## config.mk

```make
export PLATFORM = sky130hd
export DESIGN_NAME = field_framer
export DESIGN_NICKNAME = d
export VERILOG_FILES = /design/src/framer_pkg.sv /design/src/word_fifo.sv /design/src/field_framer.sv
export SDC_FILE = /design/constraint.sdc
export NUM_CORES = 1
export LEC_CHECK = 0
export ABC_AREA = 1
export CAP_MARGIN = 30
export CORE_MARGIN = 4
export CORE_UTILIZATION = 30
export DETAILED_ROUTE_END_ITERATION = 12
export DONT_BUFFER_PORTS = 1
export PLACE_DENSITY_LB_ADDON = 0.25
export SETUP_SLACK_MARGIN = 0.02
export SLEW_MARGIN = 20
export SYNTH_ARGS = -nofsm -noshare
export SYNTH_HDL_FRONTEND = slang
export SYNTH_SLANG_ARGS = --single-unit
```

## constraint.sdc

```tcl
create_clock -name CLOCK -period 4.8 [get_ports CLOCK]
set_input_delay 0.24 -clock CLOCK [delete_from_list [all_inputs] [get_ports CLOCK]]
set_output_delay 0.24 -clock CLOCK [all_outputs]
set_load 0.005 [all_outputs]
```

## src/framer_pkg.sv

```systemverilog
package framer_pkg;

  localparam int          WORD_W     = 32;
  localparam int          FIFO_W     = 33;
  localparam int          FIFO_DEPTH = 4;
  localparam int          TC_W       = 96;
  localparam int          TC_USED    = 90;
  localparam int          TC_PAD     = TC_W - TC_USED;
  localparam int          CODE_MSB   = 31;
  localparam int          CODE_LSB   = 24;
  localparam int          BW_MSB     = 23;
  localparam int          BW_LSB     = 8;

  // All-ones word, and the whole words seen after it on a word boundary
  localparam logic [31:0] ONES_WORD      = 32'hFFFF_FFFF;
  localparam logic [31:0] FIELD_ONE_WORD = 32'h4000_0000;
  localparam logic [31:0] FIELD_TWO_WORD = 32'h4100_0000;
  localparam logic [31:0] END_WORD       = 32'hC0FF_FFFF;

  // Code bytes; the first block's type bytes share the first four values
  localparam logic [7:0]  CHROMA_ONE = 8'h81;
  localparam logic [7:0]  LUMA_ONE   = 8'h82;
  localparam logic [7:0]  CHROMA_TWO = 8'h83;
  localparam logic [7:0]  LUMA_TWO   = 8'h84;
  localparam logic [7:0]  ZERO_CODE  = 8'h8F;

  localparam logic [5:0]  BLOCKS     = 6'h29;
  localparam logic [5:0]  BLK_ZERO   = 6'h00;
  localparam logic [5:0]  BLK_ONE    = 6'h01;
  localparam logic [1:0]  TC_FIRST   = 2'h0;
  localparam logic [1:0]  TC_LAST    = 2'h2;
  localparam logic [1:0]  TC_STEP    = 2'h1;
  localparam logic [15:0] BW_ZERO    = 16'h0000;

  function automatic logic is_type_code(input logic [7:0] c);
    return (c == CHROMA_ONE) || (c == LUMA_ONE) ||
           (c == CHROMA_TWO) || (c == LUMA_TWO);
  endfunction

  function automatic logic is_block_code(input logic [7:0] c);
    return is_type_code(c) || (c == ZERO_CODE);
  endfunction

endpackage

```

## src/word_fifo.sv

```systemverilog
`timescale 1ns/100ps
module word_fifo #(
  parameter int W     = 33,
  parameter int DEPTH = 4
) (
  input  wire logic         clk,
  input  wire logic         rst,
  input  wire logic [W-1:0] in_data,
  input  wire logic         in_valid,
  output      logic         in_ready,
  output      logic [W-1:0] out_data,
  output      logic         out_valid,
  input  wire logic         out_ready
);
  localparam int AW = $clog2(DEPTH);
  logic [W-1:0]  mem_q [DEPTH];
  logic [AW-1:0] wr_q, wr_d, rd_q, rd_d;
  logic [AW:0]   cnt_q, cnt_d;
  logic          push, pop;

  assign in_ready  = (cnt_q != DEPTH[AW:0]);
  assign out_valid = (cnt_q != '0);
  assign out_data  = mem_q[rd_q];
  assign push      = in_valid && in_ready;
  assign pop       = out_valid && out_ready;

  always_comb begin
    wr_d  = wr_q;
    rd_d  = rd_q;
    cnt_d = cnt_q;
    if (push) begin
      wr_d = (wr_q == AW'(DEPTH - 1)) ? '0 : wr_q + AW'(1);
    end
    if (pop) begin
      rd_d = (rd_q == AW'(DEPTH - 1)) ? '0 : rd_q + AW'(1);
    end
    if (push && !pop) begin
      cnt_d = cnt_q + (AW+1)'(1);
    end else if (pop && !push) begin
      cnt_d = cnt_q - (AW+1)'(1);
    end
  end

  always_ff @(posedge clk or posedge rst) begin
    if (rst) begin
      wr_q  <= '0;
      rd_q  <= '0;
      cnt_q <= '0;
    end else begin
      wr_q  <= wr_d;
      rd_q  <= rd_d;
      cnt_q <= cnt_d;
    end
  end

  always_ff @(posedge clk) begin
    if (push) begin
      mem_q[wr_q] <= in_data;
    end
  end
endmodule

```

## src/field_framer.sv

```systemverilog
`timescale 1ns/100ps
// Contract
// [RL1] A field: start code, timecode, type, bin width, data, 41 blocks.
// [RL2] Any block start code may be the zero-data block code.
// [RL3] A sequence holds any number of fields, each with its start code.
// [RL4] In decode the host ends each sequence with the end code.
// [RL5] Delimiters sit on 32-bit word boundaries; search only there.
// [RL6] Field-one start code marks data of field one.
// [RL7] Field-two start code marks data of field two.
// [RL8] Either field start code resets the device's decode processing.
// [RL9] Only a field start code is needed between adjacent fields.
// [RL10] Device sets field output and SAV/EAV field bit from start code.
// [RL11] Timecode is 96 bits; device extracts or inserts it.
// [RL12] Only 90 of the 96 timecode bits carry content.
// [RL13] First block has an 8-bit type code 0x81 to 0x84, no delimiter.
// [RL14] Block codes one to four pick model and table; five is zero block.
// [RL15] Device ignores all after a zero block code until next block.
// [RL16] Bin width is a plain 16-bit unsigned 8.8 value.
// [RL17] Device never appends the end code; the host adds it.
// [RL18] Device emits field one or two start code by field parity.
module field_framer (
  input  wire logic        CLOCK,
  input  wire logic        RST,
  input  wire logic [31:0] RX_DATA,
  input  wire logic        RX_VALID,
  output      logic        RX_READY,
  output      logic [31:0] DATA_OUT,
  output      logic        DATA_HEAD,
  output      logic        DATA_VALID,
  input  wire logic        DATA_READY,
  output      logic        FIELD_TWO,
  output      logic [5:0]  BLOCK_INDEX,
  output      logic [7:0]  BLOCK_TYPE,
  output      logic [15:0] BIN_WIDTH,
  output      logic        ZERO_BLOCK,
  output      logic [89:0] TIMECODE,
  output      logic        FIELD_DONE,
  output      logic        FRAME_ERR,
  output      logic        SEQ_END,
  input  wire logic [31:0] TX_IN_DATA,
  input  wire logic        TX_IN_VALID,
  output      logic        TX_IN_READY,
  input  wire logic        TX_END,
  output      logic [31:0] TX_DATA,
  output      logic        TX_VALID,
  input  wire logic        TX_READY
);
  typedef enum logic [3:0] {
    S_HUNT = 4'b0001,
    S_TC   = 4'b0010,
    S_TYPE = 4'b0100,
    S_DATA = 4'b1000
  } rx_state_t;

  typedef enum logic [2:0] {
    T_PASS = 3'b001,
    T_ONES = 3'b010,
    T_EOSW = 3'b100
  } tx_state_t;

  rx_state_t                       st_q, st_d;
  logic                            ones_q, ones_d, in_field_q, in_field_d;
  logic                            two_q, two_d, zero_q, zero_d;
  logic [5:0]                      blk_q, blk_d;
  logic [7:0]                      type_q, type_d;
  logic [15:0]                     bw_q, bw_d;
  logic [1:0]                      tcc_q, tcc_d;
  logic [framer_pkg::TC_W-1:0]     tc_q, tc_d;
  logic                            done_q, done_d, err_q, err_d;
  logic                            end_q, end_d;
  logic                            fifo_in_ready, push, push_head, take;
  logic                            field_take, end_take;
  logic [7:0]                      code;
  logic [framer_pkg::FIFO_W-1:0]   fifo_out;

  assign RX_READY    = fifo_in_ready;
  assign take        = RX_VALID && fifo_in_ready;
  assign code        = RX_DATA[framer_pkg::CODE_MSB:framer_pkg::CODE_LSB];
  // Delimiters only count right after an all-ones word
  // [RL5] word-aligned search
  assign field_take  = take && ones_q &&
                       ((RX_DATA == framer_pkg::FIELD_ONE_WORD) ||
                        (RX_DATA == framer_pkg::FIELD_TWO_WORD));
  assign end_take    = take && ones_q && (RX_DATA == framer_pkg::END_WORD);

  assign FIELD_TWO   = two_q;
  assign BLOCK_INDEX = blk_q;
  assign BLOCK_TYPE  = type_q;
  assign BIN_WIDTH   = bw_q;
  assign ZERO_BLOCK  = zero_q;
  // [RL12] keep the content bits
  assign TIMECODE    = tc_q[framer_pkg::TC_W-1:framer_pkg::TC_PAD];
  assign FIELD_DONE  = done_q;
  assign FRAME_ERR   = err_q;
  assign SEQ_END     = end_q;

  always_comb begin
    st_d       = st_q;
    ones_d     = ones_q;
    in_field_d = in_field_q;
    two_d      = two_q;
    zero_d     = zero_q;
    blk_d      = blk_q;
    type_d     = type_q;
    bw_d       = bw_q;
    tcc_d      = tcc_q;
    tc_d       = tc_q;
    done_d     = 1'b0;
    err_d      = 1'b0;
    end_d      = 1'b0;
    push       = 1'b0;
    push_head  = 1'b0;
    if (take) begin
      ones_d = (RX_DATA == framer_pkg::ONES_WORD);
      if (field_take || end_take) begin
        // [RL1] 41 blocks per field
        if (in_field_q) begin
          done_d = (blk_q == framer_pkg::BLOCKS);
          err_d  = (blk_q != framer_pkg::BLOCKS);
        end
        blk_d  = framer_pkg::BLK_ZERO;
        zero_d = 1'b0;
      end
      if (field_take) begin
        // [RL6] [RL7] [RL9] field identity, no other separator
        two_d      = (RX_DATA == framer_pkg::FIELD_TWO_WORD);
        in_field_d = 1'b1;
        tcc_d      = framer_pkg::TC_FIRST;
        st_d       = S_TC;
      end else if (end_take) begin
        end_d      = 1'b1;
        in_field_d = 1'b0;
        st_d       = S_HUNT;
      end else begin
        unique case (st_q)
          S_HUNT: begin
          end
          S_TC: begin
            // [RL11] three timecode words
            tc_d = {tc_q[framer_pkg::TC_W-framer_pkg::WORD_W-1:0], RX_DATA};
            tcc_d = tcc_q + framer_pkg::TC_STEP;
            if (tcc_q == framer_pkg::TC_LAST) begin
              st_d = S_TYPE;
            end
          end
          S_TYPE: begin
            // [RL13] type byte without delimiter
            if (framer_pkg::is_type_code(code)) begin
              type_d    = code;
              bw_d      = RX_DATA[framer_pkg::BW_MSB:framer_pkg::BW_LSB];
              push      = 1'b1;
              push_head = 1'b1;
              st_d      = S_DATA;
            end else begin
              err_d      = 1'b1;
              in_field_d = 1'b0;
              st_d       = S_HUNT;
            end
          end
          S_DATA: begin
            if (ones_q && framer_pkg::is_block_code(code)) begin
              if (blk_q == framer_pkg::BLOCKS) begin
                err_d = 1'b1;
              end else begin
                // [RL14] [RL2] model select or zero block
                blk_d     = blk_q + framer_pkg::BLK_ONE;
                type_d    = code;
                zero_d    = (code == framer_pkg::ZERO_CODE);
                // [RL16] raw 8.8 bin width
                bw_d      = zero_d ? framer_pkg::BW_ZERO :
                            RX_DATA[framer_pkg::BW_MSB:framer_pkg::BW_LSB];
                push      = 1'b1;
                push_head = 1'b1;
              end
            end else if (!ones_d && !zero_q) begin
              push = 1'b1;
            end
          end
        endcase
      end
    end
  end

  always_ff @(posedge CLOCK or posedge RST) begin
    if (RST) begin
      st_q       <= S_HUNT;
      ones_q     <= 1'b0;
      in_field_q <= 1'b0;
      two_q      <= 1'b0;
      zero_q     <= 1'b0;
      blk_q      <= framer_pkg::BLK_ZERO;
      type_q     <= '0;
      bw_q       <= framer_pkg::BW_ZERO;
      tcc_q      <= framer_pkg::TC_FIRST;
      tc_q       <= '0;
      done_q     <= 1'b0;
      err_q      <= 1'b0;
      end_q      <= 1'b0;
    end else begin
      st_q       <= st_d;
      ones_q     <= ones_d;
      in_field_q <= in_field_d;
      two_q      <= two_d;
      zero_q     <= zero_d;
      blk_q      <= blk_d;
      type_q     <= type_d;
      bw_q       <= bw_d;
      tcc_q      <= tcc_d;
      tc_q       <= tc_d;
      done_q     <= done_d;
      err_q      <= err_d;
      end_q      <= end_d;
    end
  end

  word_fifo #(
    .W     (framer_pkg::FIFO_W),
    .DEPTH (framer_pkg::FIFO_DEPTH)
  ) u_fifo (
    .clk       (CLOCK),
    .rst       (RST),
    .in_data   ({push_head, RX_DATA}),
    .in_valid  (push),
    .in_ready  (fifo_in_ready),
    .out_data  (fifo_out),
    .out_valid (DATA_VALID),
    .out_ready (DATA_READY)
  );
  assign DATA_HEAD = fifo_out[framer_pkg::WORD_W];
  assign DATA_OUT  = fifo_out[framer_pkg::WORD_W-1:0];

  // Transmit path to the device, with closing end code
  tx_state_t   tx_q, tx_d;
  logic [31:0] txd_q, txd_d;
  logic        txv_q, txv_d, out_free;

  assign out_free    = !txv_q || TX_READY;
  assign TX_IN_READY = (tx_q == T_PASS) && out_free;
  assign TX_DATA     = txd_q;
  assign TX_VALID    = txv_q;

  always_comb begin
    tx_d  = tx_q;
    txd_d = txd_q;
    txv_d = txv_q && !TX_READY;
    unique case (tx_q)
      T_PASS: begin
        if (TX_IN_VALID && out_free) begin
          txd_d = TX_IN_DATA;
          txv_d = 1'b1;
        end
        // [RL4] [RL17] host appends the end code
        if (TX_END) begin
          tx_d = T_ONES;
        end
      end
      T_ONES: begin
        if (out_free) begin
          txd_d = framer_pkg::ONES_WORD;
          txv_d = 1'b1;
          tx_d  = T_EOSW;
        end
      end
      T_EOSW: begin
        if (out_free) begin
          txd_d = framer_pkg::END_WORD;
          txv_d = 1'b1;
          tx_d  = T_PASS;
        end
      end
    endcase
  end

  always_ff @(posedge CLOCK or posedge RST) begin
    if (RST) begin
      tx_q  <= T_PASS;
      txd_q <= '0;
      txv_q <= 1'b0;
    end else begin
      tx_q  <= tx_d;
      txd_q <= txd_d;
      txv_q <= txv_d;
    end
  end

  property p_short_field;
    @(posedge CLOCK) disable iff (RST)
    (field_take || end_take) && in_field_q && (blk_q != framer_pkg::BLOCKS)
      |=> FRAME_ERR && !FIELD_DONE;
  endproperty
  a_short_field: assert property (p_short_field) // [RL1]
    else $error("short field not flagged");

  property p_next_field;
    @(posedge CLOCK) disable iff (RST)
    field_take && in_field_q && (blk_q == framer_pkg::BLOCKS)
      |=> FIELD_DONE && (BLOCK_INDEX == framer_pkg::BLK_ZERO)
      ##3 1'b1;
  endproperty
  a_next_field: assert property (p_next_field) // [RL3]
    else $error("back to back field not accepted");

  property p_zero_block;
    @(posedge CLOCK) disable iff (RST)
    take && (st_q == S_DATA) && ones_q && !field_take && !end_take &&
      (code == framer_pkg::ZERO_CODE) && (blk_q != framer_pkg::BLOCKS)
      |=> ZERO_BLOCK && (BIN_WIDTH == framer_pkg::BW_ZERO) &&
          (BLOCK_INDEX == $past(blk_q) + framer_pkg::BLK_ONE);
  endproperty
  a_zero_block: assert property (p_zero_block) // [RL2]
    else $error("zero block code not taken");

  property p_aligned;
    @(posedge CLOCK) disable iff (RST)
    $changed(blk_q) && (blk_q != framer_pkg::BLK_ZERO) |-> $past(ones_q);
  endproperty
  a_aligned: assert property (p_aligned) // [RL5]
    else $error("block counted without preceding ones word");

  property p_field_one;
    @(posedge CLOCK) disable iff (RST)
    field_take && (RX_DATA == framer_pkg::FIELD_ONE_WORD)
      |=> !FIELD_TWO ##1 (st_q == S_TC);
  endproperty
  a_field_one: assert property (p_field_one) // [RL6]
    else $error("field one code gave wrong identity");

  property p_field_two;
    @(posedge CLOCK) disable iff (RST)
    field_take && (RX_DATA == framer_pkg::FIELD_TWO_WORD) |=> FIELD_TWO;
  endproperty
  a_field_two: assert property (p_field_two) // [RL7]
    else $error("field two code gave wrong identity");

  property p_bad_type;
    @(posedge CLOCK) disable iff (RST)
    take && (st_q == S_TYPE) && !field_take && !end_take &&
      !framer_pkg::is_type_code(code) |=> FRAME_ERR && (st_q == S_HUNT);
  endproperty
  a_bad_type: assert property (p_bad_type) // [RL13]
    else $error("bad type code not flagged");

  property p_bin_width;
    @(posedge CLOCK) disable iff (RST)
    take && (st_q == S_DATA) && ones_q && !field_take && !end_take &&
      framer_pkg::is_type_code(code) && (blk_q != framer_pkg::BLOCKS)
      |=> BIN_WIDTH == $past(RX_DATA[framer_pkg::BW_MSB:framer_pkg::BW_LSB]);
  endproperty
  a_bin_width: assert property (p_bin_width) // [RL16]
    else $error("bin width not captured");

  property p_end_code;
    @(posedge CLOCK) disable iff (RST)
    (tx_q == T_EOSW) && out_free
      |=> TX_VALID && (TX_DATA == framer_pkg::END_WORD) &&
          $past(txd_q == framer_pkg::ONES_WORD);
  endproperty
  a_end_code: assert property (p_end_code) // [RL17]
    else $error("end code not sent after ones word");

  property p_end_start;
    @(posedge CLOCK) disable iff (RST)
    TX_END && (tx_q == T_PASS) |=> (tx_q == T_ONES) && !TX_IN_READY;
  endproperty
  a_end_start: assert property (p_end_start) // [RL4]
    else $error("end request not started");

  c_field_done: cover property (@(posedge CLOCK) disable iff (RST)
    FIELD_DONE);
  c_zero_block: cover property (@(posedge CLOCK) disable iff (RST)
    $rose(ZERO_BLOCK));
  c_seq_end: cover property (@(posedge CLOCK) disable iff (RST)
    SEQ_END);
  c_end_sent: cover property (@(posedge CLOCK) disable iff (RST)
    TX_VALID && TX_READY && (TX_DATA == framer_pkg::END_WORD));
endmodule

```

==> metrics.yaml <==
worst_setup_path:
  r2r_end: "u_fifo.mem_q[3][14]$_DFFE_PP_"
  cp_max_fo: 69
  timing.rr.start: "st_q[1]$_DFFE_PP0P_"
  cp_top_family: "buffers and inverters"
  crit_start: "u_fifo.rd_q[0]$_DFFE_PP0P_"
  worstPathCellList: "buf_4 > clkinv_1 > buf_4 > o21ai_0 > o22ai_1"
  cpMostUsedCell: "buf_4"
  crit_type: "flip-flop to output port"
  cp-end-kind: "output port"
  ff2ff_path_depth: 10
  cp_slowest_stage_delay_ns: 0.83
  worst_ep_required_time_ns: 4.56
  worstSetupStartpointType: "flip-flop"
  r2r_slack_ns: 1.82
  slowest_stage: "clkinv_1"
  cp_num_buf_inv: 3
  crit_arrival_ns: 3.23
cts:
  cts_resized: 0
  clk_latency_ns: 0.55
  cts_buffers: 37
  cts_setup_buffers: 0
  cts_tree: "done"
  ctsLongestPathBuffers: 3
  cts_root_buf: "clkbuf_16"
  h-tree-depth: 2
  holdBufCountCts: 69
  clk_pin_slew_ns: 0.06
  cts_sinks: 314
sta:
  fmax_ghz: 0.288
  post-route-period-util_pct: 72.4
  clock_skew_ns: 0.0205
  setup_viol: 0
  finalHoldViolCount: 0
  fin_setup_tns_ns: 0
  fin_crit_ns: 3.47
  slew_headroom_pct: 44.6
  grt_setup_unrepaired: "no"
  worst_slew_pin_slew_ns: 0.829
  maxSlewViolCount: 0
power:
  p_leak_nw: 6.50
  irDropWorstVdd_mv: 0.355
  power.density_mw_per_mm2: 479
outcome:
  status: "finished clean"
global_routing:
  grt_overflow_total: 0
  grt_antenna_before_repair: 2
  grt_pass1_vias: 8633
  grt_pass1_wl_um: 56600
  grt_max_degree: 170
  grt_usage_pct: 15.7
hold_path:
  worstHoldPathCells: 6
  hold_class: "input port to flip-flop"
  min_from: "RX_DATA[25]"
  holdPathEnd: "ones_q$_DFFE_PP0P_"
finish:
  drive_gt1_share_pct: 8.40
  area_delta_synth_final_pct: 14.9
  diodes: 0
  multi_input_area_mm2: 0.00373
  ff_latch_area_mm2: 0.00852
  fillers: 4398
  nets: 1387
  instances_no_fill: 1925
logic_synthesis:
  ys_async_sr_fraction_pct: 58.0
  yosys_most_used_dff: "dfrtp_1"
  yosys_register_bits: 314
  synthesis.nets: 1413
  synth_edf_count: 132
  yosys_warnings: 0
  synth-seq-area-share_pct: 63.1
  synth.cell_area_mm2: 0.0135
  syn_inst: 1332
  synth_cell_types: 41
  synth.avg_cell_area_um2: 10.1
route:
  routed_wl_um: 39300
  drc: 0
  drt-initial-drc-count: 569
  dr.pass1.iters: 5
  wl_per_cell_um: 20.4
  detail_route.vias_per_cell: 4.70
  postRouteAntennaNets: 0
  vias: 9044
floorplanning:
  initial_utilization_pct: 30.5
  dieHeight_um: 220
  num_rows: 77
  dieArea_mm2: 0.0485
  core_area_mm2: 0.0443
  io_pins: 265
  die_x_um: 220
placement:
  dp_cells: 1788
  dpl.hpwl_um: 24800
  place_congestion: 0.803
  numPortBuffers: 0
flow_run:
  cap_violations: 0
==> per-layer routing <==
| metal | part of all wire (%) | routed length, µm | global-route usage (%) |
|---|---|---|---|
| met4 | 2.7 | 1050 | 4.86 |
| met2 | 48 | 19000 | 25.7 |
| met1 | 40 | 15700 | 19.4 |
| met3 | 9.0 | 3550 | 5.78 |
| met5 | 0.018 | 7 | 0 |
==> through the flow <==
step / hold WS [ns] / cell area, µm² / setup slack, ns / util [%] / power (W)
5_1_grt: 0.0636 / 15500 / 0.997 / 35.0 / 0.00781
3_5_place_dp: 0.320 / 13500 / 1.83 / 30.5 / 0.00450
2_1_floorplan: 0.315 / 13500 / 1.51 / - / 0.00406
3_3_place_gp: 0.331 / 13400 / 1.72 / 30.1 / 0.00442
4_1_cts: 0.0148 / 15500 / 1.26 / 34.9 / 0.00755
6_report: 0.0508 / 15500 / 1.33 / 35.0 / 0.00743
==> final cells by class <==
type / instances / area share, %
inverter: 81 / 1.98
timing repair buffer: 82 / 6.10
multi-input combinational: 790 / 24.1
sequential: 314 / 54.9
clock inverter: 17 / 1.56
tap: 592 / 4.78
clock buffer: 49 / 6.59
==> sequential cells by signal (all words and copies together) (netlist names), 2 cells and up <==
register and cells:
u_fifo.cnt_q 3, BIN_WIDTH 16, BLOCK_TYPE 8, u_fifo.rd_q 2, BLOCK_INDEX 6, tc_q 96, tx_q 3, st_q 4
u_fifo.wr_q 2, tcc_q 2, TX_DATA 32, u_fifo.mem_q 132
==> Yosys cell counts, types with 6 or more instances <==
master / number / share of area (%)
buf_6: 8 / 0.67
ha_1: 9 / 0.83
nand3_1: 44 / 1.6
a21oi_1: 47 / 1.7
o21ai_0: 125 / 4.6
edfxtp_1: 132 / 29
clkbuf_1: 28 / 0.78
buf_4: 95 / 5.3
nand2_1: 228 / 6.3
buf_2: 14 / 0.52
dfrtp_1: 180 / 33
nand4_1: 11 / 0.51
a21oi_2: 12 / 0.78
inv_1: 76 / 2.1
o22ai_1: 37 / 1.7
a31oi_1: 6 / 0.28
o21ai_1: 12 / 0.44
nor2_1: 224 / 6.2
==> layout by cell type, fill, tap and decap left out, drive strengths merged, types with 2 or more instances in the layout <==
cell         count
clkinv          10
dfrtp          180
nand2          236
a22oi            2
nor3             6
nand4           12
inv             80
dlygate4sd3     69
o22ai           37
edfxtp         132
ha               9
clkinvlp         3
nor2           229
dfstp            2
a21oi           59
xor2             2
a31oi            6
clkbuf          49
o21ai          137
nand3           46
bufinv           5
buf             13
==> worst reg2reg max path, stage by stage (launching register included) <==
cell	delay (ns)
dfrtp_1	0.40
inv_1	0.06
nand2_1	0.04
nor3_1	0.51
nand4_2	0.27
nand2_1	0.16
nand2_1	0.09
nand2_1	0.15
inv_1	0.18
nor2_4	0.58
buf_16	0.24
==> cells by family (layout without fill, tap and decap cells) <==
| group | after synthesis | count (layout) | share of synthesized area, % |
|---|---|---|---|
| DFF | 314 | 314 | 63.1 |
| buffers and inverters | 228 | 229 | 9.56 |
| adders and majority gates | 10 | 10 | 0.983 |
| AOI/OAI and AO/OA | 243 | 243 | 9.84 |
| muxes | 1 | 1 | 0.0834 |
| and+or+nand+nor | 533 | 533 | 16.2 |
| xor gates and xnor gates | 3 | 3 | 0.195 |
==> power breakdown <==
group	internal, W	switching [W]	total (W)
sequential	0.00297	0.000138	0.00311
clock	0.00178	0.00115	0.00293
combinational	0.000433	0.000966	0.00140
==> worst max path at each step <==
stage                                          endpoint  depth (start not counted)
after floorplan            u_fifo.mem_q[3][0]$_DFFE_PP_                          9
after global placement    u_fifo.mem_q[3][14]$_DFFE_PP_                          9
after detailed placement  u_fifo.mem_q[3][14]$_DFFE_PP_                         10
after CTS                                  DATA_OUT[18]                          5
after global routing                       DATA_OUT[18]                          5
final                                      DATA_OUT[18]                          5
(Power assumes the default switching activity.)
